===== src/ccr_pkg.sv =====
// constants, types and decode helpers shared by the condition code core
// assumes an 8-bit datapath and a 32-bit AHB-Lite register bus
package ccr_pkg;

  // datapath and register bank sizes
  localparam int DATA_W       = 8;
  localparam int GPR_PER_BANK = 8;
  localparam int RAM_BYTES    = 128;
  localparam int MAX_BANKS    = 16;
  localparam int IDX_W        = 3;

  // byte offsets on the register bus
  localparam logic [7:0] OFF_PSW      = 8'h00;
  localparam logic [7:0] OFF_RESULT   = 8'h04;
  localparam logic [7:0] OFF_GPR_BASE = 8'h20;
  localparam logic [7:0] OFF_GPR_LAST = 8'h3c;

  // field positions inside the program status word
  localparam int PSW_RP_LSB = 8;
  localparam int CC_H       = 7;
  localparam int CC_I       = 6;
  localparam int CC_IL_LSB  = 4;
  localparam int CC_N       = 3;
  localparam int CC_Z       = 2;
  localparam int CC_V       = 1;
  localparam int CC_C       = 0;

  // reset values
  localparam logic [15:0] PSW_RST = 16'h0000;

  // bus encodings
  localparam logic [1:0] HTRANS_NONSEQ = 2'h2;
  localparam logic       HRESP_OKAY    = 1'h0;

  // arithmetic and shift operations
  typedef enum logic [2:0] {
    OP_ADD  = 3'h0,
    OP_ADC  = 3'h1,
    OP_SUB  = 3'h2,
    OP_SBC  = 3'h3,
    OP_SHL  = 3'h4,
    OP_SHR  = 3'h5,
    OP_PASS = 3'h6
  } op_t;

  // bus sequencer states
  typedef enum logic [1:0] {
    BUS_IDLE = 2'h0,
    BUS_DATA = 2'h1
  } bus_state_t;

  // priority level of a two-bit level code: 00 and 01 are level 1 (highest)
  function automatic logic [1:0] level_of(input logic [1:0] code);
    case (code)
      2'h0:    level_of = 2'h1;
      2'h1:    level_of = 2'h1;
      2'h2:    level_of = 2'h2;
      default: level_of = 2'h3;
    endcase
  endfunction : level_of

  // offset falls inside the general-purpose register window
  function automatic logic is_gpr(input logic [7:0] off);
    is_gpr = (off >= OFF_GPR_BASE) && (off <= OFF_GPR_LAST) && (off[1:0] == 2'h0);
  endfunction : is_gpr

endpackage : ccr_pkg


===== src/cc_flag_unit.sv =====
// combinational arithmetic and shift unit producing result and flags
// assumes the caller registers the outputs and supplies the current H and C
`timescale 1ns/1ps
`default_nettype none
module cc_flag_unit
  import ccr_pkg::*;
(
  // operation and operands
  input  wire op_t              op,
  input  wire logic [DATA_W-1:0] a,
  input  wire logic [DATA_W-1:0] b,
  input  wire logic             c_in,
  input  wire logic             h_in,
  // result and new flags
  output logic [DATA_W-1:0]     res,
  output logic                  h,
  output logic                  n,
  output logic                  z,
  output logic                  v,
  output logic                  c
);

  logic [DATA_W:0] wide;
  logic [4:0]      half;
  logic            cy;

  // operation select with carry or borrow out of bit 7 and from bit 3 to bit 4
  always_comb begin
    wide = '0;
    half = '0;
    cy   = ((op == OP_ADC) || (op == OP_SBC)) ? c_in : 1'b0;
    res  = a;
    h    = h_in;
    v    = 1'b0;
    c    = c_in;
    case (op)
      OP_ADD, OP_ADC: begin
        wide = {1'b0, a} + {1'b0, b} + {{DATA_W{1'b0}}, cy};
        half = {1'b0, a[3:0]} + {1'b0, b[3:0]} + {4'h0, cy};
        res  = wide[DATA_W-1:0];
        h    = half[4];
        c    = wide[DATA_W];
        v    = (a[7] == b[7]) && (res[7] != a[7]);
      end
      OP_SUB, OP_SBC: begin
        wide = {1'b0, a} - {1'b0, b} - {{DATA_W{1'b0}}, cy};
        half = {1'b0, a[3:0]} - {1'b0, b[3:0]} - {4'h0, cy};
        res  = wide[DATA_W-1:0];
        h    = half[4];
        c    = wide[DATA_W];
        v    = (a[7] != b[7]) && (res[7] != a[7]);
      end
      OP_SHL: begin
        res = {a[DATA_W-2:0], c_in};
        c   = a[DATA_W-1];
      end
      OP_SHR: begin
        res = {c_in, a[DATA_W-1:1]};
        c   = a[0];
      end
      default: begin
        res = a;
      end
    endcase
    n = res[DATA_W-1];
    z = (res == '0);
  end

endmodule : cc_flag_unit
`default_nettype wire


===== src/gpr_bank_ram.sv =====
// memory-resident general-purpose registers, banks of eight bytes
// assumes one write port and one asynchronous read port on the same clock
`timescale 1ns/1ps
`default_nettype none
module gpr_bank_ram
  import ccr_pkg::*;
#(
  parameter int DEPTH = RAM_BYTES,
  parameter int AW    = $clog2(RAM_BYTES)
) (
  // clock and enable
  input  wire logic              clk,
  input  wire logic              ce,
  // write port
  input  wire logic              we,
  input  wire logic [AW-1:0]     waddr,
  input  wire logic [DATA_W-1:0] wdata,
  // read port
  input  wire logic [AW-1:0]     raddr,
  output logic [DATA_W-1:0]      rdata
);

  logic [DATA_W-1:0] mem [DEPTH];

  // byte storage, each register is 8 bits wide
  always_ff @(posedge clk) begin
    if (ce && we) begin
      mem[waddr] <= wdata;
    end
  end

  // read path
  assign rdata = mem[raddr];

endmodule : gpr_bank_ram
`default_nettype wire


===== src/condition_code_and_register_banks.sv =====
// condition code, interrupt gating and register bank core of an 8-bit cpu
// assumes a single AHB-Lite master and cpu execute logic on CLK_SYS
`timescale 1ns/1ps
`default_nettype none
module condition_code_and_register_banks
  import ccr_pkg::*;
#(
  parameter int RAM_SIZE = RAM_BYTES
) (
  // clock, reset, enable
  input  wire logic              CLK_SYS,
  input  wire logic              SYS_RST,
  input  wire logic              CE,
  // AHB-Lite slave
  input  wire logic              HSEL,
  input  wire logic [31:0]       HADDR,
  input  wire logic [1:0]        HTRANS,
  input  wire logic              HWRITE,
  input  wire logic [2:0]        HSIZE,
  input  wire logic [31:0]       HWDATA,
  input  wire logic              HREADY,
  output logic [31:0]            HRDATA,
  output logic                   HREADYOUT,
  output logic                   HRESP,
  // cpu execute port
  input  wire logic              OP_VALID,
  input  wire op_t               OP_CODE,
  input  wire logic [DATA_W-1:0] OP_A,
  input  wire logic [DATA_W-1:0] OP_B,
  input  wire logic              OP_DEST_EN,
  input  wire logic [IDX_W-1:0]  OP_DEST_IDX,
  output logic [DATA_W-1:0]      RESULT,
  output logic                   RESULT_VALID,
  // interrupt request port
  input  wire logic              IRQ_REQ,
  input  wire logic [1:0]        IRQ_LEVEL,
  output logic                   IRQ_TAKEN,
  // status word view
  output logic [15:0]            PSW
);

  localparam int NUM_BANKS = RAM_SIZE / GPR_PER_BANK;
  localparam int BANK_W    = (NUM_BANKS > 1) ? $clog2(NUM_BANKS) : 1;
  localparam int AW        = BANK_W + IDX_W;

  // refuse memory sizes the bank addressing cannot serve
  initial begin
    if ((RAM_SIZE % GPR_PER_BANK) != 0 || NUM_BANKS < 2 || NUM_BANKS > MAX_BANKS ||
        (1 << BANK_W) != NUM_BANKS) begin
      $error("RAM_SIZE must give a power-of-two bank count from 2 to 16");
    end
  end

  // bus state
  bus_state_t  bstate;
  bus_state_t  next_bstate;
  logic [7:0]  a_off;
  logic [7:0]  next_a_off;
  logic        a_write;
  logic        next_a_write;
  logic [31:0] next_hrdata;
  logic        next_hreadyout;

  // status, result and interrupt state
  logic [15:0]       next_psw;
  logic [DATA_W-1:0] next_result;
  logic              next_result_valid;
  logic              next_irq_taken;

  // flag unit outputs
  logic [DATA_W-1:0] alu_res;
  logic              alu_h;
  logic              alu_n;
  logic              alu_z;
  logic              alu_v;
  logic              alu_c;

  // register memory ports
  logic              ram_we;
  logic [AW-1:0]     ram_waddr;
  logic [DATA_W-1:0] ram_wdata;
  logic [AW-1:0]     ram_raddr;
  logic [DATA_W-1:0] ram_rdata;

  // views of the status word, bus decode and write enables
  logic [7:0]       ccr;
  logic [7:0]       rp;
  logic [BANK_W-1:0] bank;
  logic             bus_take;
  logic             bus_wr_now;
  logic             op_wr;
  logic [IDX_W-1:0] bus_idx;

  assign ccr  = PSW[7:0];
  assign rp   = PSW[15:PSW_RP_LSB];
  assign bank = rp[BANK_W-1:0];

  // arithmetic and shift flag computation
  cc_flag_unit u_flags (
    .op   (OP_CODE),
    .a    (OP_A),
    .b    (OP_B),
    .c_in (ccr[CC_C]),
    .h_in (ccr[CC_H]),
    .res  (alu_res),
    .h    (alu_h),
    .n    (alu_n),
    .z    (alu_z),
    .v    (alu_v),
    .c    (alu_c)
  );

  // banked register storage
  gpr_bank_ram #(
    .DEPTH (RAM_SIZE),
    .AW    (AW)
  ) u_ram (
    .clk   (CLK_SYS),
    .ce    (CE),
    .we    (ram_we),
    .waddr (ram_waddr),
    .wdata (ram_wdata),
    .raddr (ram_raddr),
    .rdata (ram_rdata)
  );

  // bus address phase capture and register index decode
  assign bus_take = HSEL && HREADY && (HTRANS == HTRANS_NONSEQ);
  assign bus_idx  = a_off[IDX_W+1:2];
  assign op_wr    = OP_VALID && OP_DEST_EN;
  // a bus write waits while the cpu retires an operation, so neither is lost
  assign bus_wr_now = (bstate == BUS_DATA) && a_write && !OP_VALID;

  // register address is bank pointer followed by index in bank
  always_comb begin
    ram_raddr = {bank, bus_idx};
    ram_we    = 1'b0;
    ram_waddr = {bank, OP_DEST_IDX};
    ram_wdata = alu_res;
    if (op_wr) begin
      ram_we = 1'b1;
    end else if (bus_wr_now && is_gpr(a_off)) begin
      ram_we    = 1'b1;
      ram_waddr = {bank, bus_idx};
      ram_wdata = HWDATA[DATA_W-1:0];
    end
  end

  // bus sequencer next values: one wait state, longer while a write waits on OP_VALID, then answer
  always_comb begin
    next_bstate    = bstate;
    next_a_off     = a_off;
    next_a_write   = a_write;
    next_hrdata    = HRDATA;
    next_hreadyout = HREADYOUT;
    case (bstate)
      BUS_IDLE: begin
        next_hreadyout = 1'b1;
        if (bus_take) begin
          next_bstate    = BUS_DATA;
          next_a_off     = HADDR[7:0];
          next_a_write   = HWRITE;
          next_hreadyout = 1'b0;
        end
      end
      BUS_DATA: begin
        if (!a_write || !OP_VALID) begin
          next_bstate    = BUS_IDLE;
          next_hreadyout = 1'b1;
          next_hrdata    = 32'h0000_0000;
          if (!a_write) begin
            if (a_off == OFF_PSW) begin
              next_hrdata = {16'h0000, PSW};
            end else if (a_off == OFF_RESULT) begin
              next_hrdata = {24'h00_0000, RESULT};
            end else if (is_gpr(a_off)) begin
              next_hrdata = {24'h00_0000, ram_rdata};
            end
          end
        end
      end
      default: begin
        next_bstate    = BUS_IDLE;
        next_hreadyout = 1'b1;
      end
    endcase
  end

  // bus sequencer registers
  always_ff @(posedge CLK_SYS) begin
    if (SYS_RST) begin
      bstate    <= BUS_IDLE;
      a_off     <= 8'h00;
      a_write   <= 1'b0;
      HRDATA    <= 32'h0000_0000;
      HREADYOUT <= 1'b1;
      HRESP     <= HRESP_OKAY;
    end else if (CE) begin
      bstate    <= next_bstate;
      a_off     <= next_a_off;
      a_write   <= next_a_write;
      HRDATA    <= next_hrdata;
      HREADYOUT <= next_hreadyout;
      HRESP     <= HRESP_OKAY;
    end
  end

  // status word next value: flags from operations, whole word from the bus
  always_comb begin
    next_psw          = PSW;
    next_result       = RESULT;
    next_result_valid = 1'b0;
    if (OP_VALID) begin
      next_result       = alu_res;
      next_result_valid = 1'b1;
      next_psw[CC_H]    = alu_h;
      next_psw[CC_N]    = alu_n;
      next_psw[CC_Z]    = alu_z;
      next_psw[CC_V]    = alu_v;
      next_psw[CC_C]    = alu_c;
    end else if (bus_wr_now && (a_off == OFF_PSW)) begin
      next_psw = HWDATA[15:0];
    end
  end

  // acceptance: enable set and request level above the mask level
  always_comb begin
    next_irq_taken = IRQ_REQ && ccr[CC_I] &&
                     (level_of(IRQ_LEVEL) <
                      level_of(ccr[CC_IL_LSB+1:CC_IL_LSB]));
  end

  // status, result and interrupt registers
  always_ff @(posedge CLK_SYS) begin
    if (SYS_RST) begin
      PSW          <= PSW_RST;
      RESULT       <= '0;
      RESULT_VALID <= 1'b0;
      IRQ_TAKEN    <= 1'b0;
    end else if (CE) begin
      PSW          <= next_psw;
      RESULT       <= next_result;
      RESULT_VALID <= next_result_valid;
      IRQ_TAKEN    <= next_irq_taken;
    end
  end

endmodule : condition_code_and_register_banks
`default_nettype wire


===== config.mk =====
export PLATFORM = sky130hd
export DESIGN_NAME = condition_code_and_register_banks
export DESIGN_NICKNAME = d
export VERILOG_FILES = /design/src/ccr_pkg.sv /design/src/cc_flag_unit.sv /design/src/gpr_bank_ram.sv /design/src/condition_code_and_register_banks.sv
export SDC_FILE = /design/constraint.sdc
export NUM_CORES = 1
export LEC_CHECK = 0
export BUFFER_PORTS_ARGS = -buffer_cell sky130_fd_sc_hd__buf_2
export CAP_MARGIN = 40
export CORE_MARGIN = 10
export CORE_UTILIZATION = 45
export DETAILED_ROUTE_END_ITERATION = 12
export SYNTH_ARGS = -nofsm -noshare
export SYNTH_HDL_FRONTEND = slang
export SYNTH_SLANG_ARGS = --single-unit

===== constraint.sdc =====
create_clock -name CLK_SYS -period 11.35 [get_ports CLK_SYS]
set_input_delay 2.27 -clock CLK_SYS [delete_from_list [all_inputs] [get_ports CLK_SYS]]
set_output_delay 2.27 -clock CLK_SYS [all_outputs]
set_load 0.03 [all_outputs]

==> metrics.txt, run 1 <==
CP max stage delay approximately 0.71 ns; share of cells above drive strength 1 20.97%; ys async rst share 0%; clk_lat worst skew approximately 0.68 ns; HPWL after DPL just over 70000 um; count leader, synth edfxtp_1; most common flop cell mapped by yosys edfxtp_1; crit path kind in -> reg; Final Power 8346 uW; Clock transition at path regs 0.06 ns; largest fanout on the critical path 76; Detailed Route WL 113100 um; Pre-antenna DRT Iters 5; Synth Warn # 0; setup TNS 0 ns; Inserted Diodes 0; post-detailed-route count of antenna-violating nets 0; Peak VDD IR approximately 110 uV; CP delay by family, top compound AO/OA/AOI/OAI gates; crit-path cells buf_2, nand3_1, inv_1, fa_1, inv_1, ha_1, o21ai_0, a211oi_1, o311ai_0, nand2_1, a21oi_1, nor2_1, a21oi_4, buf_4, buf_4; Design Area, Final roughly 49000 sq um; Layout fillers roughly 7800; first-pass GRT wire length ~170000 um; final setup violation count 0; Resize count post-CTS 0; GPL Wtd Cong between 0.8 and 0.9; Die Area between 100000 and 150000 sq um; CTS Buf Count 109; top cells by count, synth edfxtp_1 (1024), nor2_1 (203), mux4_2 (194), nand2_1 (159), mux2i_1 (155); final hold vios 0; DIE WIDTH 332.2 um; CTS Sinks between 1000 and 1500; hold crit path type reg -> reg; Die H 332.2 um; Finished Layout Cells 3990; GR Util met2 31.08%; num rows roughly 110; Post-synth EDFFs 1024; global routing's busiest layer met2; area grow syn2layout 12.30%; largest net degree at the start of global routing about 110; PD cells around 170 nW/um^2; CP Data Arrival Time around 6.7 ns; syn_area_per_cell ~18 sq um; ranking of synthesized cells by area edfxtp_1 (70%), mux4_2 (10%), mux2i_1 (3.5%), dfxtp_1 (2.4%), nor2_1 (1.7%); max_cap viols 0; # port buffers 101; Cell variety after synth 81; CTS Buffer Depth 3; top-area cell type share of the netlist area about 70%; crit path time final around 6.3 ns; CP Capture Type flop; crit path buf inv count 5; area leader, netlist edfxtp_1; final core utilization roughly half; Seq cells post-synth 1077; RSZ-0062 raised after global routing false; post-CTS setup buffers 0; CP Launch Type primary input; total core area 96710 sq um; GR Util met3 ~4.4%; Starting Density 45.36%; Layout Skew between 0.02 and 0.025 ns; layout net count approximately 2800; Mapped Area ~44000 sq um; post-synthesis sequential area ratio ~73%; GRT overflow 0; GRT Overall Usage between 20% and 30%; vias in the first global route 24050; DP Cell Count roughly 3800; # hold bufs at CTS 0; Synth Instances around 2500; H-tree Lvls 3; final worst-path cycle share 55.83%; antenna violations before repair 0; Slew Limit Fails 0; f_max 157.8 MHz; relative slew slack approximately a third; leakage power roughly 0.015 uW; outcome completed; CP required between 10 and 15 ns; drt first-iter violations 2596; clock root buffer clkbuf_16; CTS tree yes; drt drc 0; Avg WL per Cell between 20 and 30 um; DP Area between 40000 and 50000 sq um; Slew @ Worst Pin between 1 and 1.5 ns; cell at the slowest stage of the critical path buf_4; M1 GR Usage around 28%; DR vias/cell 6.014; I/O Pins around 160; routed via count about 24000
[placed cells by master, fill, tap and decap left out, types with 14 or more instances in the layout]
master / Yosys / routed
nor2_1: 203 / 200
nand2_1: 159 / 151
a32oi_1: 14 / 14
clkinv_1: 0 / 19
ha_1: 25 / 25
a22oi_1: 68 / 68
clkbuf_1: 55 / 19
dfxtp_1: 53 / 50
buf_4: 38 / 42
o21ai_0: 35 / 35
mux2i_1: 155 / 155
mux4_2: 194 / 194
clkbuf_16: 0 / 111
nor3_1: 18 / 17
nand3_1: 44 / 44
a211oi_1: 22 / 22
nand4_1: 21 / 21
conb_1: 1 / 17
clkinv_2: 0 / 28
edfxtp_1: 1024 / 1024
inv_1: 32 / 32
buf_2: 28 / 103
a21oi_1: 87 / 85
[power breakdown]
| part | internal, uW | switching [uW] | leakage, uW |
|---|---|---|---|
| clock network | 1950 | 1500 | 0.00170 |
| logic | 91.0 | 327 | 0.00404 |
| registers | 4480 | 4.00 | 0.00966 |
| total | 6520 | 1830 | 0.0154 |
[path summary, 6_finish.rpt]
check / start / end / slack, ns / cells past startpoint
max reg2reg: PSW[0]$_SDFFE_PP0P_ / u_ram.mem[113][7]$_DFFE_PP_ / 6.46 / 14
min: PSW[13]$_SDFFE_PP0P_ / PSW[13]$_SDFFE_PP0P_ / 0.47 / 2
max: OP_CODE[0] / u_ram.mem[113][7]$_DFFE_PP_ / 5.01 / 15
min reg2reg: PSW[13]$_SDFFE_PP0P_ / PSW[13]$_SDFFE_PP0P_ / 0.47 / 2
[sequential cells by signal (all words and copies together) (netlist names)]
name and flops:
u_ram.mem 1024, HRDATA 16, PSW 16, RESULT 8, a_off 8, HREADYOUT 1
IRQ_TAKEN 1, RESULT_VALID 1, a_write 1, bstate 1
[cell families (layout without fill, tap and decap cells)]
kind of cell | after synthesis | after routing | share of synthesized area, %
simple gates | 510 | 510 | 5.256
other cells | 1 | 17 | 0.008548
flops | 1077 | 1077 | 72.51
xor+xnor | 7 | 7 | 0.1398
mux | 366 | 366 | 13.93
buf+inv | 188 | 394 | 2.404
compound gates | 314 | 314 | 4.854
fa+ha+maj | 29 | 29 | 0.8955
[cell type report]
type / instances / area [sq um] / area share, %
Clock buffer: 138 / 2933 / 5.953
Tap cell: 1276 / 1597 / 3.241
Multi-Input combinational cell: 1243 / 11170 / 22.66
Inverter: 33 / 123.9 / 0.2514
Clock inverter: 64 / 509.2 / 1.034
Sequential cell: 1077 / 31820 / 64.59
Timing Repair Buffer: 159 / 1120 / 2.273
[through the flow]
| stage | setup slack (ns) | hold slack, ns |
|---|---|---|
| floorplan | 2.206 | 0.4847 |
| global placement | 4.501 | 0.4549 |
| detailed placement | 4.324 | 0.4654 |
| CTS | 5.025 | 0.4737 |
| global route | 4.695 | 0.5037 |
| finish | 5.013 | 0.4723 |
[routing by layer]
layer	routed length, um	share of wire (%)
met5	0	0
met4	2917	2.6
met3	9379	8.3
met2	52650	47
met1	48160	43
[tightest hold or removal path, delay by kind of cell, from the launching register on]
family / cells / cell delay (ns)
compound gates: 1 / 0.05
flops: 1 / 0.32
simple gates: 1 / 0.05
(Power assumes the default switching activity.)
==> run 2: changes to the inputs <==
- clock period: 11.35 -> 6.6 ns (I/O delays scaled with it)
==> metrics.txt, run 2 (synthesis results as in run 1) <==
reg2reg end u_ram.mem[61][7]$_DFFE_PP_; Layout Skew 0.01962 ns (-0.002203 ns); I/O Pins 162 (unchanged); GRT overflow 0 (unchanged); Final Power 14510 uW (+74%); largest net degree at the start of global routing 129 (+14%); vias in the first global route 24060 (+0.054%); crit path time final roughly 4.7 ns; post-detailed-route count of antenna-violating nets 0 (unchanged); Pre-antenna DRT Iters 6 (+1); crit path kind in -> reg; H-tree Lvls 3 (unchanged); total core area 96710 sq um (unchanged); drt drc 0 (unchanged); relative slew slack 33.71% (+0.99 points); area grow syn2layout 13.00%; outcome completed; DR vias/cell 6.010 (about the same); # port buffers 101 (unchanged); R2R cell count 12 (-2); antenna violations before repair 5 (+5); Detailed Route WL 114000 um (+0.80%); max reg flops 1024 (unchanged); RSZ-0062 raised after global routing false; largest fanout on the critical path 128 (+68%); clock root buffer clkbuf_16; final setup violation count 0 (unchanged); PD cells 292.6 nW/um^2 (+73%); Layout fillers 7720 (-1.2%); GRT Overall Usage 20.11% (+0.086 points); routed via count 24110 (+0.48%); CTS Buffer Depth 3 (unchanged); most frequent cells in the layout edfxtp_1 (1024), nor2_1 (200), mux4_2 (194), mux2i_1 (155), nand2_1 (151); Hold Path Depth 2 (unchanged); setup TNS 0 ns (unchanged); f_max around 210 MHz; GPL Wtd Cong 0.8417 (-4.2%); Starting Density 45.36% (unchanged); CP Data Arrival Time 5.09 ns (-1.59 ns); first-pass GRT wire length 166100 um (+0.17%); Avg WL per Cell 28.42 um (+0.25%); Biggest register u_ram.mem; HPWL after DPL 70670 um (about the same); num rows 114 (unchanged); CP Capture Type flop; commonest non-fill, non-tap cell in the layout edfxtp_1; Die H 332.2 um (unchanged); biggest regs u_ram.mem x1024, HRDATA x16, PSW x16; multi-input logic area 11170 sq um (unchanged); CP Launch Type primary input; Hold EP PSW[15]$_SDFFE_PP0P_; Slew Limit Fails 0 (unchanged); CTS Sinks 1077 (unchanged); Worst R2R Setup Slack 2.35 ns (-4.11 ns); register area 31820 sq um (unchanged); CP required 6.99 ns (-4.70 ns); layout net count 2770 (+0.58%); max_cap viols 0 (unchanged); Clock transition at path regs 0.05 ns (about the same); Peak VDD IR 210.9 uV (+83%); CTS tree yes; Slew @ Worst Pin 0.9943 ns (-0.006300 ns); share of cells above drive strength 1 21.26% (+0.29 points); CTS Buf Count 110 (+0.92%); clk_lat worst skew 0.68 ns (about the same); hold path start PSW[15]$_SDFFE_PP0P_; post-CTS setup buffers 0 (unchanged); final hold vios 0 (unchanged); hold crit path type reg -> reg; Resize count post-CTS 0 (unchanged); drt first-iter violations 2654 (+2.2%); CP max stage delay 0.75 ns (+0.04 ns); Die Area 110400 sq um (unchanged); leakage power 0.01555 uW (+0.95%); crit-path cells buf_2, nand3_1, inv_1, fa_1, ha_1, o21ai_0, a211oi_1, o311ai_0, nand2_1, a21oi_1, nor2_1, a21oi_4, buf_12; DIE WIDTH 332.2 um (unchanged); # hold bufs at CTS 0 (unchanged); final worst-path cycle share a little under three quarters; R2R Path Start PSW[0]$_SDFFE_PP0P_; cell at the slowest stage of the critical path o311ai_0
[run 2: where the power goes]
group / switching, uW / total [uW] / internal (uW)
clock: 2580 / 6050 / 3480
sequential: 8.96 / 7710 / 7700
combinational: 569 / 739 / 170
total: 3160 / 14500 / 11300
[run 2: worst max path at each step]
| stage | startpoint | endpoint | slack [ns] | cells after the start |
|---|---|---|---|---|
| 2_1_floorplan | OP_CODE[0] | u_ram.mem[0][7]$_DFFE_PP_ | 0.22 | 12 |
| 3_3_place_gp | OP_CODE[0] | u_ram.mem[84][7]$_DFFE_PP_ | 1.35 | 13 |
| 3_5_place_dp | OP_CODE[0] | u_ram.mem[87][7]$_DFFE_PP_ | 1.30 | 13 |
| 4_1_cts | OP_CODE[0] | u_ram.mem[72][7]$_DFFE_PP_ | 2.01 | 13 |
| 5_1_grt | OP_CODE[0] | u_ram.mem[89][7]$_DFFE_PP_ | 1.65 | 13 |
| 6_report | OP_CODE[0] | u_ram.mem[61][7]$_DFFE_PP_ | 1.90 | 13 |
[run 2: routing by layer]
layer | vias to the layer above | global-route usage [%] | share of wire [%]
li1 | 10270 | - | -
met1 | 12520 | 28.59 | 43
met2 | 1139 | 30.84 | 46
met3 | 181 | 4.055 | 8.8
met4 | 4 | 6.586 | 2.8
met5 | - | 0 | 0.018
[run 2: worst max-delay path: cells and delay by family]
| kind | cells | cell delay, ns |
|---|---|---|
| AO/OA/AOI/OAI | 5 | 1.76 |
| buffers and inverters | 3 | 0.80 |
| adder cells (fa/ha/maj) | 2 | 0.67 |
| AND/OR/NAND/NOR | 3 | 0.41 |
[run 2: metrics by stage]
step | cells | hold WS (ns) | worst slack (ns) | utilization, % | instance area (sq um)
CTS | 4005 | 0.4728 | 2.007 | 51.23 | 49540
global placement | 3776 | 0.4561 | 1.353 | 47.21 | 45660
detailed placement | 3799 | 0.4632 | 1.300 | 47.59 | 46030
finish | 4012 | 0.4785 | 1.904 | 51.26 | 49580
floorplan | 2508 | 0.4847 | 0.2182 | - | 43940
global route | 4010 | 0.4979 | 1.648 | 51.26 | 49570
[run 2: layout make-up]
class / instances / share of cell area [%]
Tap cell: 1276 / 3.220
Clock buffer: 146 / 6.161
Inverter: 33 / 0.2499
Timing Repair Buffer: 174 / 2.718
Antenna cell: 3 / 0.01514
Clock inverter: 60 / 0.9288
Sequential cell: 1077 / 64.18
Multi-Input combinational cell: 1243 / 22.52
